$ cat src/common/usart_regs_pkg.sv
/*
  package for the serial port character, baud and timing register block:
  register offsets, field positions, reset values, carrier structs.
  assumes a 32-bit classic wishbone slave, byte addressed, word aligned.
*/
package usart_regs_pkg;

  // register byte offsets
  localparam logic [7:0] OFF_RX_HOLDING  = 8'h00; // read only
  localparam logic [7:0] OFF_TX_HOLDING  = 8'h04; // write only
  localparam logic [7:0] OFF_BAUD_DIV    = 8'h08;
  localparam logic [7:0] OFF_RX_TIMEOUT  = 8'h0c;
  localparam logic [7:0] OFF_TX_GUARD    = 8'h10;
  localparam logic [7:0] OFF_ISO_RATIO   = 8'h14;
  localparam logic [7:0] OFF_MODE        = 8'h18;
  localparam logic [7:0] OFF_CONTROL     = 8'h1c;
  localparam logic [7:0] OFF_STATUS      = 8'h20;

  // field positions
  localparam int CHAR_W         = 9;  // character bits 0..8
  localparam int SYNC_BIT       = 15; // command/data sync bit
  localparam int MODE_SYNC_BIT  = 0;  // synchronous mode
  localparam int MODE_OVER_BIT  = 1;  // eight-times oversampling
  localparam int MODE_ISO_BIT   = 2;  // smart-card mode
  localparam int CTRL_STTO_BIT  = 0;  // restart time-out command
  localparam int ST_RX_CHAR_READY_BIT   = 0;
  localparam int ST_TX_HOLDING_FREE_BIT   = 1;
  localparam int ST_TOUT_BIT    = 8;
  localparam int ST_CTS_BIT     = 23;
  localparam int ISO_RATIO_W    = 11;

  // reset values
  localparam logic [10:0] ISO_RATIO_RST = 11'h174;
  localparam logic [15:0] BAUD_DIV_RST  = 16'h0000;
  localparam logic [15:0] TIMEOUT_RST   = 16'h0000;
  localparam logic [7:0]  GUARD_RST     = 8'h00;

  // oversampling factors
  localparam logic [4:0] OVS_16 = 5'h10;
  localparam logic [4:0] OVS_8  = 5'h08;
  localparam logic [4:0] OVS_1  = 5'h01;

  // character with its sync bit
  typedef struct packed {
    logic                  cmd;  // 1 command, 0 data
    logic [CHAR_W-1:0]     data;
  } char_t;

  // mode bits set by software
  typedef struct packed {
    logic iso;
    logic over;
    logic sync;
  } mode_t;

endpackage

$ cat src/bit_period_counter.sv
/*
  counter that counts whole bit periods up to a programmed limit.
  assumes bit_tick_i is a one-cycle pulse, one per bit period.
*/
module bit_period_counter (
  input  wire logic        clk_i,
  input  wire logic        rst_i,
  input  wire logic        restart_i,  // start counting again from zero
  input  wire logic        bit_tick_i, // one pulse per bit period
  input  wire logic [15:0] limit_i,    // 0 disables
  output logic             done_o      // level: limit reached
);

  // counter state
  typedef struct packed {
    logic [15:0] cnt;
    logic        run;
    logic        done;
  } cnt_state_t;

  cnt_state_t state_ff;  // registered state
  cnt_state_t nxt_state; // next state

  // next-state logic
  always_comb begin
    nxt_state = state_ff;
    if (restart_i) begin
      nxt_state.cnt  = 16'h0000;
      nxt_state.run  = (limit_i != 16'h0000);
      nxt_state.done = 1'b0;
    end else if (limit_i == 16'h0000) begin
      // disabled: never done
      nxt_state.run  = 1'b0;
      nxt_state.done = 1'b0;
    end else if (state_ff.run && bit_tick_i) begin
      nxt_state.cnt = state_ff.cnt + 16'h0001;
      if (nxt_state.cnt >= limit_i) begin
        nxt_state.run  = 1'b0;
        nxt_state.done = 1'b1;
      end
    end
  end

  // state register
  always_ff @(posedge clk_i) begin
    if (rst_i) begin
      state_ff <= '0;
    end else begin
      state_ff <= nxt_state;
    end
  end

  assign done_o = state_ff.done;

endmodule

$ cat src/usart_char_baud_timing_regs.sv
/*
  serial port character holding registers, baud divisor, receiver
  time-out, transmitter timeguard and smart-card clock ratio, reached
  over a classic wishbone slave.
  assumes the frame shifters outside use tx_load_o / rx_valid_i and the
  bit tick; cts_i is synchronous to clk_i.
*/
// The placing of the registers and register access over Wishbone were decided locally.
// Functional notes
// - status bit mirrors clear-to-send input level
// - received character readable in bits 0..8
// - bit 15 marks last received as command
// - written character sent after current one
// - bit 15 of write selects command sync
// - async x16: clock / 16 / divisor, 0 off
// - async x8: clock / 8 / divisor
// - synchronous: clock / divisor, no oversampling
// - time-out value times bit period, 0 off
// - timeguard idle bits between characters, 0 off
// - smart-card ratio zero: no baud output
// - smart-card: clock / divisor / ratio, reset 0x174
// - time-out flag after restart, low when off
// - holding-free low while character waits
module usart_char_baud_timing_regs (
  input  wire logic                         clk_i,
  input  wire logic                         rst_i,
  // wishbone slave
  input  wire logic                         cyc_i,
  input  wire logic                         stb_i,
  input  wire logic                         we_i,
  input  wire logic [7:0]                   adr_i,
  input  wire logic [3:0]                   sel_i,
  input  wire logic [31:0]                  dat_i,
  output logic      [31:0]                  dat_o,
  output logic                              ack_o,
  // line side
  input  wire logic                         cts_i,
  // receive shifter
  input  wire logic                         rx_valid_i,
  input  wire usart_regs_pkg::char_t        rx_char_i,
  input  wire logic                         rx_activity_i,
  // transmit shifter
  input  wire logic                         tx_shifter_idle_i,
  output logic                              tx_load_o,
  output usart_regs_pkg::char_t             tx_char_o,
  // baud timing
  output logic                              sample_tick_o,
  output logic                              bit_tick_o,
  output logic                              timeout_o
);

  // all module state except the time-out counter, which is held in u_timeout
  typedef struct packed {
    logic [15:0]              baud_divisor;
    logic [15:0]              rx_timeout_value;
    logic [7:0]               tx_guard_value;
    logic [10:0]              smartcard_clock_ratio;
    usart_regs_pkg::mode_t    mode;
    usart_regs_pkg::char_t    received_char;
    logic                     rx_char_ready;
    usart_regs_pkg::char_t    char_to_send;
    logic                     tx_holding_free;
    logic                     tx_load;
    usart_regs_pkg::char_t    tx_char;
    logic [7:0]               guard_cnt;
    logic                     guard_busy;
    logic [15:0]              div_cnt;
    logic [4:0]               ovs_cnt;
    logic [10:0]              ratio_cnt;
    logic                     sample_tick;
    logic                     bit_tick;
    logic                     cts;
    logic                     ack;
    logic [31:0]              rdata;
  } regs_state_t;

  regs_state_t state_ff;  // registered state
  regs_state_t nxt_state; // next state

  logic        bus_req;     // valid access this cycle
  logic        wr_acc;      // write strobe
  logic        rd_acc;      // read strobe
  logic        restart_to;  // time-out restart command
  logic        to_done;     // time-out reached
  logic [31:0] rd_mux;      // read data before register

  // oversampling factor for the active mode
  function automatic logic [4:0] ovs_factor(usart_regs_pkg::mode_t m);
    if (m.sync || m.iso) begin
      ovs_factor = usart_regs_pkg::OVS_1;
    end else if (m.over) begin
      ovs_factor = usart_regs_pkg::OVS_8;
    end else begin
      ovs_factor = usart_regs_pkg::OVS_16;
    end
  endfunction

  // merge write data into a word under byte lanes
  function automatic logic [31:0] merge(logic [31:0] old,
                                        logic [31:0] wd,
                                        logic [3:0]  sel);
    for (int i = 0; i < 4; i++) begin
      merge[i*8 +: 8] = sel[i] ? wd[i*8 +: 8] : old[i*8 +: 8];
    end
  endfunction

  // bus strobes; ack drops the cycle after it is given
  // a request is taken only while ack is low: one access, one ack
  assign bus_req    = cyc_i && stb_i && !state_ff.ack;
  assign wr_acc     = bus_req && we_i;
  assign rd_acc     = bus_req && !we_i;
  assign restart_to = wr_acc && (adr_i == usart_regs_pkg::OFF_CONTROL)
                      && sel_i[0]
                      && dat_i[usart_regs_pkg::CTRL_STTO_BIT];

  // read multiplexer
  always_comb begin
    rd_mux = 32'h0000_0000;
    case (adr_i)
      usart_regs_pkg::OFF_RX_HOLDING: begin
        rd_mux[usart_regs_pkg::CHAR_W-1:0] =
          state_ff.received_char.data;
        rd_mux[usart_regs_pkg::SYNC_BIT] =
          state_ff.received_char.cmd;
      end
      usart_regs_pkg::OFF_BAUD_DIV:   rd_mux[15:0] = state_ff.baud_divisor;
      usart_regs_pkg::OFF_RX_TIMEOUT:
        rd_mux[15:0] = state_ff.rx_timeout_value;
      usart_regs_pkg::OFF_TX_GUARD:   rd_mux[7:0] = state_ff.tx_guard_value;
      usart_regs_pkg::OFF_ISO_RATIO:
        rd_mux[10:0] = state_ff.smartcard_clock_ratio;
      usart_regs_pkg::OFF_MODE:       rd_mux[2:0] = state_ff.mode;
      usart_regs_pkg::OFF_STATUS: begin
        rd_mux[usart_regs_pkg::ST_RX_CHAR_READY_BIT] = state_ff.rx_char_ready;
        rd_mux[usart_regs_pkg::ST_TX_HOLDING_FREE_BIT] = state_ff.tx_holding_free;
        rd_mux[usart_regs_pkg::ST_TOUT_BIT]  = to_done;
        rd_mux[usart_regs_pkg::ST_CTS_BIT]   = state_ff.cts;
      end
      // unmapped and write-only read as zero
      default: rd_mux = 32'h0000_0000;
    endcase
  end

  // next-state logic
  always_comb begin
    logic [31:0] w;
    logic        div_wrap;
    logic        ovs_wrap;
    w         = 32'h0000_0000;
    div_wrap  = 1'b0;
    ovs_wrap  = 1'b0;
    nxt_state = state_ff;
    nxt_state.ack         = bus_req;
    nxt_state.tx_load     = 1'b0;
    nxt_state.sample_tick = 1'b0;
    nxt_state.bit_tick    = 1'b0;
    nxt_state.cts         = cts_i;
    if (rd_acc) begin
      nxt_state.rdata = rd_mux;
    end

    // register writes
    if (wr_acc) begin
      case (adr_i)
        usart_regs_pkg::OFF_BAUD_DIV: begin
          w = merge({16'h0000, state_ff.baud_divisor}, dat_i, sel_i);
          nxt_state.baud_divisor = w[15:0];
        end
        usart_regs_pkg::OFF_RX_TIMEOUT: begin
          w = merge({16'h0000, state_ff.rx_timeout_value}, dat_i, sel_i);
          nxt_state.rx_timeout_value = w[15:0];
        end
        usart_regs_pkg::OFF_TX_GUARD: begin
          if (sel_i[0]) begin
            nxt_state.tx_guard_value = dat_i[7:0];
          end
        end
        usart_regs_pkg::OFF_ISO_RATIO: begin
          w = merge({21'h00000, state_ff.smartcard_clock_ratio},
                    dat_i, sel_i);
          nxt_state.smartcard_clock_ratio = w[10:0];
        end
        usart_regs_pkg::OFF_MODE: begin
          if (sel_i[0]) begin
            nxt_state.mode = dat_i[2:0];
          end
        end
        default: begin
          // control and transmit holding: handled elsewhere; status, receive holding and unmapped: ignored
        end
      endcase
    end

    // transmit holding write; a write while full overwrites
    if (wr_acc && adr_i == usart_regs_pkg::OFF_TX_HOLDING) begin
      nxt_state.char_to_send.data =
        dat_i[usart_regs_pkg::CHAR_W-1:0];
      nxt_state.char_to_send.cmd =
        dat_i[usart_regs_pkg::SYNC_BIT];
      nxt_state.tx_holding_free = 1'b0;
    end else if (!state_ff.tx_holding_free && tx_shifter_idle_i
                 && !state_ff.guard_busy && !state_ff.tx_load) begin
      // hand over once the shifter and the guard time are done;
      // the load term keeps a second hand-over off the edge at which
      // the shifter still shows idle from before the first load
      nxt_state.tx_load         = 1'b1;
      nxt_state.tx_char         = state_ff.char_to_send;
      nxt_state.tx_holding_free = 1'b1;
      nxt_state.guard_cnt       = 8'h00;
      nxt_state.guard_busy      = 1'b0;
    end

    // timeguard: idle bit periods after each character
    // only idle ticks count, so the shift time never eats into the gap
    if (state_ff.tx_load && state_ff.tx_guard_value != 8'h00) begin
      nxt_state.guard_busy = 1'b1;
      nxt_state.guard_cnt  = 8'h00;
    end else if (state_ff.guard_busy && tx_shifter_idle_i
                 && state_ff.bit_tick) begin
      nxt_state.guard_cnt = state_ff.guard_cnt + 8'h01;
      if (nxt_state.guard_cnt >= state_ff.tx_guard_value) begin
        nxt_state.guard_busy = 1'b0;
      end
    end

    // receive holding: set wins over the read clear
    if (rx_valid_i) begin
      nxt_state.received_char = rx_char_i;
      nxt_state.rx_char_ready = 1'b1;
    end else if (rd_acc && adr_i == usart_regs_pkg::OFF_RX_HOLDING) begin
      nxt_state.rx_char_ready = 1'b0;
    end

    // baud generator: divisor, then ratio or oversampling
    // a disabled generator parks every counter, so a new setting
    // starts from a clean phase instead of a stale count
    if (state_ff.baud_divisor == 16'h0000 ||
        (state_ff.mode.iso &&
         state_ff.smartcard_clock_ratio == 11'h000)) begin
      // clock disabled, no output
      nxt_state.div_cnt   = 16'h0000;
      nxt_state.ovs_cnt   = 5'h00;
      nxt_state.ratio_cnt = 11'h000;
    end else begin
      div_wrap = (state_ff.div_cnt >= state_ff.baud_divisor - 16'h0001);
      nxt_state.div_cnt = div_wrap ? 16'h0000
                                   : state_ff.div_cnt + 16'h0001;
      if (div_wrap) begin
        if (state_ff.mode.iso) begin
          // smart-card clock divided by the ratio
          ovs_wrap = (state_ff.ratio_cnt >=
                      state_ff.smartcard_clock_ratio - 11'h001);
          nxt_state.ratio_cnt = ovs_wrap ? 11'h000
                                         : state_ff.ratio_cnt + 11'h001;
          nxt_state.sample_tick = ovs_wrap;
        end else begin
          nxt_state.sample_tick = 1'b1;
          ovs_wrap = (state_ff.ovs_cnt >=
                      ovs_factor(state_ff.mode) - 5'h01);
          nxt_state.ovs_cnt = ovs_wrap ? 5'h00 : state_ff.ovs_cnt + 5'h01;
        end
        nxt_state.bit_tick = ovs_wrap;
      end
    end
  end

  // state register
  always_ff @(posedge clk_i) begin
    if (rst_i) begin
      state_ff <= '0;
      state_ff.baud_divisor          <= usart_regs_pkg::BAUD_DIV_RST;
      state_ff.rx_timeout_value      <= usart_regs_pkg::TIMEOUT_RST;
      state_ff.tx_guard_value        <= usart_regs_pkg::GUARD_RST;
      state_ff.smartcard_clock_ratio <= usart_regs_pkg::ISO_RATIO_RST;
      state_ff.tx_holding_free       <= 1'b1;
    end else begin
      state_ff <= nxt_state;
    end
  end

  // receiver time-out in bit periods after a restart
  bit_period_counter u_timeout (
    .clk_i      (clk_i),
    .rst_i      (rst_i),
    .restart_i  (restart_to || rx_activity_i),
    .bit_tick_i (state_ff.bit_tick),
    .limit_i    (state_ff.rx_timeout_value),
    .done_o     (to_done)
  );

  // outputs
  assign dat_o         = state_ff.rdata;
  assign ack_o         = state_ff.ack;
  assign tx_load_o     = state_ff.tx_load;
  assign tx_char_o     = state_ff.tx_char;
  assign sample_tick_o = state_ff.sample_tick;
  assign bit_tick_o    = state_ff.bit_tick;
  assign timeout_o     = to_done;

endmodule

$ cat config.mk
export PLATFORM = sky130hd
export DESIGN_NAME = usart_char_baud_timing_regs
export DESIGN_NICKNAME = d
export VERILOG_FILES = /design/src/common/usart_regs_pkg.sv /design/src/bit_period_counter.sv /design/src/usart_char_baud_timing_regs.sv
export SDC_FILE = /design/constraint.sdc
export NUM_CORES = 1
export LEC_CHECK = 0
export BUFFER_PORTS_ARGS = -buffer_cell sky130_fd_sc_hd__clkbuf_2
export CAP_MARGIN = 20
export CORE_MARGIN = 2
export CORE_UTILIZATION = 59
export DETAILED_ROUTE_END_ITERATION = 12
export GPL_ROUTABILITY_DRIVEN = 0
export PLACE_DENSITY = 0.87
export SETUP_SLACK_MARGIN = 0.5
export SLEW_MARGIN = 10
export SYNTH_ARGS = -nofsm -noshare
export SYNTH_HDL_FRONTEND = slang
export SYNTH_SLANG_ARGS = --single-unit
export TNS_END_PERCENT = 5
$ cat constraint.sdc
create_clock -name clk_i -period 3.7 [get_ports clk_i]
set_input_delay 0.37 -clock clk_i [delete_from_list [all_inputs] [get_ports clk_i]]
set_output_delay 0.37 -clock clk_i [all_outputs]
set_load 0.01 [all_outputs]
==> flow_metrics.env, run 1 <==
export IMPL_crit_type="reg -> reg"
export IMPL_yosys_top_cells_area="dfxtp_1 (36%), ha_1 (8.4%), mux2i_1 (6.4%)"
export IMPL_dieWidth_um=129
export IMPL_syn_to_final_growth_pct=12.4
export IMPL_fin_crit_sh_pct=89.9
export IMPL_layout_drive_gt1_share_pct=15.2
export IMPL_cts_root_buffer="clkbuf_16"
export IMPL_grt_util_all_layers_pct=27.3
export IMPL_slew_headroom_pct=42.6
export IMPL_firstDrtPassIters=7
export IMPL_yosys_warnings=0
export IMPL_antenna_found_initial=0
export IMPL_syn_area_per_cell_um2=8.34
export IMPL_synth_cell_types=61
export IMPL_die_area_mm2=0.0166
export IMPL_finClkSkew_ns=0.0122
export IMPL_required_ns=4.06
export IMPL_dp_hpwl_mm=15.9
export IMPL_die_height_um=129
export IMPL_coreArea_mm2=0.0153
export IMPL_vias=8130
export IMPL_hold_path_class="in -> reg"
export IMPL_clk_insertion_delay_late_ns=0.43
export IMPL_final_max_slew_viol_count=0
export IMPL_tritoncts="built"
export IMPL_power_density_mw_per_mm2=366
export IMPL_end_kind="flip-flop"
export IMPL_fmax_mhz=301
export IMPL_leakage_uw=0.00422
export IMPL_placedCellCount=1341
export IMPL_nets=1280
export IMPL_cp_arrival_ns=3.68
export IMPL_cp_top_family="simple AND/OR/NAND/NOR gates"
export IMPL_final_cell_mix="dfxtp_1 (163), nor2_1 (138), nand2_1 (122)"
export IMPL_ys_ff_latch=167
export IMPL_ant_nets=0
export IMPL_synth_edff_count=0
export IMPL_cp_slowest_stage_delay_ns=0.39
export IMPL_crit_path_top_delay_cell="or4_1"
export IMPL_vias_per_cell=5.90
export IMPL_min_period_ns=3.33
export IMPL_cts_num_sinks=167
export IMPL_cts_buffers=17
export IMPL_hold_violations=0
export IMPL_yosysTopAreaCell="dfxtp_1"
export IMPL_path_max_fanout=6
export IMPL_grt_max_degree=82
export IMPL_setup_tns_final_ns=0
export IMPL_cts_htree_levels=4
export IMPL_nFillCells=1115
export IMPL_p_total_uw=3790
export IMPL_crit_chain="nor2_4, nand3_2, or3_4, or3_4, buf_6, and2_4, ha_4, nand2_2, nor3_2, a21oi_1, o211ai_1, clkbuf_16, nand2_4, or4_1, a21oi_1"
export IMPL_drt_wirelength_per_cell_um=16.5
export IMPL_grt_pass1_wl_mm=36.3
export IMPL_ys_seq_area_share_pct=36.3
export IMPL_synth_area_mm2=0.00922
export IMPL_fin_cells=1379
export IMPL_synthFlopType="dfxtp_1"
export IMPL_n_antenna_cell=0
export IMPL_worstMarginPinSlew_ns=0.861
export IMPL_drt_iter0_drc=715
export IMPL_io_buffers=76
export IMPL_setup_viol=0
export IMPL_async_reset_ff_share_pct=0
export IMPL_first_global_vias=7611
export IMPL_outcome="completed"
export IMPL_critical_path_startpoint_type="flip-flop"
export IMPL_io_pins=110
export IMPL_remaining_drc_errors=0
export IMPL_cap_violations=0
export IMPL_cts_max_path_buffers=2
export IMPL_wl_mm=22.8
export IMPL_crit_buf_inv=2
export IMPL_rsz0062_at_grt="true"
export IMPL_irDropWorstVdd_mv=0.349
export IMPL_grt_overflow_total=0
export IMPL_synth_top_area_share_pct=36.3
export IMPL_start_util_pct=60.4
export IMPL_rows=45
export IMPL_clk_pin_slew_ns=0.07
export IMPL_syn_inst=1106
export IMPL_layout_commonest_cell="dfxtp_1"
-- stage by stage --
stage / utilization (%) / worst slack (ns) / hold WS, ns / cell area [µm²]
global placement: 62.8 / 0.273 / 0.437 / 9580
CTS: 67.8 / 0.420 / 0.156 / 10300
global route: 67.9 / 0.287 / 0.164 / 10400
finish: 67.9 / 0.374 / 0.160 / 10400
floorplan: - / 0.507 / 0.430 / 9280
detailed placement: 62.8 / 0.187 / 0.444 / 9580
-- power breakdown --
group / leakage (µW) / internal, µW / total (µW) / switching [µW]
sequential: 0.00135 / 1810 / 1820 / 7.82
combinational: 0.00257 / 47.4 / 146 / 99.0
clock: 0.000297 / 1050 / 1830 / 776
-- final timing paths --
check                             start                         to  slack [ns]  cells after the start
max reg2reg  state_ff[150]$_SDFFE_PP0P_  state_ff[50]$_SDFFE_PP0P_        0.37                     15
max          state_ff[150]$_SDFFE_PP0P_  state_ff[50]$_SDFFE_PP0P_        0.37                     15
min reg2reg      dat_o[23]$_SDFFE_PP0P_     dat_o[23]$_SDFFE_PP0P_        0.45                      2
min                               cts_i    state_ff[33]$_SDFF_PP0_        0.16                      2
-- final cells by class --
type	instances	area, µm²	area share [%]
clock buffer	19	453	4.37
clock inverter	13	161	1.56
inverter	35	131	1.27
multi-input combinational	834	5420	52.3
sequential	167	3350	32.3
tap	211	264	2.55
timing repair buffer	100	592	5.71
-- Yosys cell counts (2+ instances only) --
cell        n
a211o_1     6
buf_1       5
nand4_1    17
o22ai_1     4
o21a_1      2
buf_4      42
or3_1       8
clkbuf_1   30
buf_2       5
nand2b_1   12
a211oi_1   11
or2_2       2
a221oi_1   10
nand3_1    47
nand4b_1    3
nor4_1      7
nand2_1   126
nor2_1    139
dfxtp_1   167
ha_1       62
and3_1     24
o41ai_1     2
a31oi_1     4
nand3b_1    2
mux2i_1    59
xnor2_1    35
and2_1      5
xor2_1     40
a21oi_1    82
nor3_1     22
inv_1      35
nor3b_1     3
or4_1       3
o21ai_0    25
a21o_1     14
o211ai_1    7
mux2_2      5
nor2b_1    11
-- flip-flops by register name, summed over array words and instances (netlist names), 10 cells and up --
register	count
dat_o	17
u_timeout.state_ff	17
state_ff	118
tx_char_o	10
-- metal layers --
metal / global-route usage [%] / share of wire, %
met1: 33.8 / 42
met2: 44.5 / 47
met4: 12.8 / 3.6
met3: 6.94 / 7.9
met5: 0 / 0
-- cells by family after synthesis --
logic type	count (synthesis)	share of synthesized area, %
buffers and inverters	119	6.76
muxes	64	7.02
other	1	0.0407
and+or+nand+nor	441	22.4
xor gates and xnor gates	75	7.13
adders and majority gates	62	8.41
DFF	167	36.3
AOI/OAI and AO/OA	177	11.9
-- timing repair --
item / CTS / global route
pin swaps: 13 / 11
hold endpoints to repair: 0 / 0
buffers inserted: 5 / 0
gates cloned: 1 / 0
hold buffers: 0 / 0
resized for setup: 23 / 10
setup endpoints to repair: 34 / 34
Power figures use the tool's default switching activity.
==> run 2, diff against run 1 <==
RECOVER_POWER = 50   (was unset)
==> run 2 against run 1 <==
  * The flow now finishes with violations (max-capacitance violations, max-slew violations)
  * Clock-buffer cell count stayed put
  * Critical path depth stayed put
  * Register-to-register slack hardly changed
  * Cell count stayed put
  * Sequential cell count stayed put
  * Sequential power hardly changed
  * Critical path type unchanged
  * Hold slack hardly changed
  * Highest routed layer unchanged
  * Clock skew is 0.00067 ns lower
  * Combinational power hardly changed
==> flow_metrics.env, run 2 (synthesized netlist as in run 1, its figures left out) <==
export IMPL_grt_max_degree=82
export IMPL_violations="max-capacitance violations, max-slew violations"
export IMPL_drt_iter0_drc=716
export IMPL_timing_rr_end="state_ff[50]$_SDFFE_PP0P_"
export IMPL_die_height_um=129
export IMPL_first_global_vias=7611
export IMPL_setup_viol=0
export IMPL_remaining_drc_errors=0
export IMPL_path_max_fanout=6
export IMPL_hold_path_class="in -> reg"
export IMPL_rows=45
export IMPL_critical_path_startpoint_type="flip-flop"
export IMPL_io_pins=110
export IMPL_outcome="finished with violations"
export IMPL_irDropWorstVdd_mv=0.350
export IMPL_grt_util_all_layers_pct=27.3
export IMPL_setup_tns_final_ns=0
export IMPL_worstMarginPinSlew_ns=1.59
export IMPL_largest_register_ff_count=118
export IMPL_antenna_found_initial=0
export IMPL_cp_arrival_ns=3.69
export IMPL_dieWidth_um=129
export IMPL_hold_depth=2
export IMPL_end_kind="flip-flop"
export IMPL_slew_headroom_pct=-6.82
export IMPL_layout_commonest_cell="dfxtp_1"
export IMPL_syn_to_final_growth_pct=11.7
export IMPL_final_cell_mix="dfxtp_1 (163), nor2_1 (138), nand2_1 (122)"
export IMPL_finClkSkew_ns=0.0115
export IMPL_worstReg2RegStart="state_ff[150]$_SDFFE_PP0P_"
export IMPL_coreArea_mm2=0.0153
export IMPL_hold_ws_ns=0.160
export IMPL_clk_insertion_delay_late_ns=0.43
export IMPL_crit_buf_inv=2
export IMPL_cts_root_buffer="clkbuf_16"
export IMPL_cap_violations=2
export IMPL_power_density_mw_per_mm2=368
export IMPL_cts_htree_levels=4
export IMPL_clk_pin_slew_ns=0.07
export IMPL_dp_hpwl_mm=15.9
export IMPL_io_buffers=76
export IMPL_start_util_pct=60.4
export IMPL_final_max_slew_viol_count=91
export IMPL_reg2reg_slack_ns=0.37
export IMPL_tritoncts="built"
export IMPL_fmax_mhz=300
export IMPL_vias=8153
export IMPL_hold_path_end="state_ff[33]$_SDFF_PP0_"
export IMPL_die_area_mm2=0.0166
export IMPL_worst_r2r_cell_count=15
export IMPL_leakage_uw=0.00409
export IMPL_p_total_uw=3790
export IMPL_hold_violations=0
export IMPL_crit_type="reg -> reg"
export IMPL_drt_wirelength_per_cell_um=16.5
export IMPL_hold_start="cts_i"
export IMPL_n_antenna_cell=0
export IMPL_wl_mm=22.7
export IMPL_crit_path_top_delay_cell="or4_1"
export IMPL_rsz0062_at_grt="true"
export IMPL_cp_slowest_stage_delay_ns=0.39
export IMPL_fin_crit_sh_pct=90.0
export IMPL_nets=1280
export IMPL_cts_max_path_buffers=2
export IMPL_ant_nets=0
export IMPL_vias_per_cell=5.91
export IMPL_min_period_ns=3.33
export IMPL_required_ns=4.06
export IMPL_cts_num_sinks=167
export IMPL_largest_register="state_ff"
export IMPL_firstDrtPassIters=5
export IMPL_grt_overflow_total=0
export IMPL_layout_drive_gt1_share_pct=12.0
export IMPL_cts_buffers=17
export IMPL_grt_pass1_wl_mm=36.3
export IMPL_crit_chain="nor2_4, nand3_2, or3_4, or3_4, buf_6, and2_4, ha_4, nand2_2, nor3_2, a21oi_1, o211ai_1, clkbuf_16, nand2_4, or4_1, a21oi_1"
export IMPL_cp_top_family="simple AND/OR/NAND/NOR gates"
## run 2: changes by cell type in the layout (fill, tap and decap cells not counted), sizes merged
cell	before	now
buf	24	20
clkbuf	95	99
## run 2: per-stage QoR
step | setup WS, ns | cells | instance area [µm²] | utilization (%)
6_report | 0.370 | 1379 | 10300 | 67.5
2_1_floorplan | 0.507 | 1120 | 9280 | -
3_3_place_gp | 0.273 | 1341 | 9580 | 62.8
4_1_cts | 0.420 | 1379 | 10300 | 67.8
5_1_grt | 0.287 | 1379 | 10300 | 67.5
3_5_place_dp | 0.187 | 1341 | 9580 | 62.8
## run 2: final cells by class
class                      instances  area (µm²)
fill                            1139        4960
sequential                       167        3350
clock inverter                    13         161
inverter                          35         131
tap                              211         264
clock buffer                      19         453
multi-input combinational        834        5410
timing repair buffer             100         538
## run 2: report_power, final
group | total (µW) | leakage [µW] | switching [µW] | internal, µW
combinational | 143 | 0.00244 | 98.3 | 45.0
sequential | 1820 | 0.00135 | 7.74 | 1810
clock | 1830 | 0.000297 | 775 | 1050
total | 3790 | 0.00409 | 881 | 2910
## run 2: worst max path at each step
stage	from	endpoint	slack, ns	depth (start not counted)
after floorplan	state_ff[150]$_SDFFE_PP0P_	state_ff[50]$_SDFFE_PP0P_	0.51	14
after global placement	state_ff[150]$_SDFFE_PP0P_	state_ff[48]$_SDFFE_PP0P_	0.27	16
after detailed placement	state_ff[150]$_SDFFE_PP0P_	state_ff[48]$_SDFFE_PP0P_	0.19	16
after CTS	state_ff[151]$_SDFFE_PP0P_	state_ff[50]$_SDFFE_PP0P_	0.42	15
after global routing	state_ff[150]$_SDFFE_PP0P_	state_ff[50]$_SDFFE_PP0P_	0.29	15
final	state_ff[150]$_SDFFE_PP0P_	state_ff[50]$_SDFFE_PP0P_	0.37	15
## run 2: routing by layer
layer  vias to the layer above  wire, µm  GRT usage, %
met5                         -         0             0
li1                       3890         -             -
met1                      3819      9620          33.8
met3                        81      1720          6.94
met2                       363     10500          44.5
met4                         0       856          12.8
## run 2: worst register-to-register path, cell delays in order, from the launching register on
cell,delay [ns]
dfxtp_2,0.35
nor2_4,0.12
nand3_2,0.07
or3_4,0.34
or3_4,0.37
buf_6,0.14
and2_4,0.14
ha_4,0.26
nand2_2,0.06
nor3_2,0.17
a21oi_1,0.11
o211ai_1,0.33
clkbuf_16,0.23
nand2_4,0.05
or4_1,0.39
a21oi_1,0.14
## run 2: repair_timing
action | 4_1_cts | 5_1_grt
gates cloned | 1 | 0
resized for setup | 23 | 10
hold endpoints to repair | 0 | 0
pin swaps | 13 | 11
setup endpoints to repair | 34 | 34
setup buffers | 5 | 0
hold buffers | 0 | 0
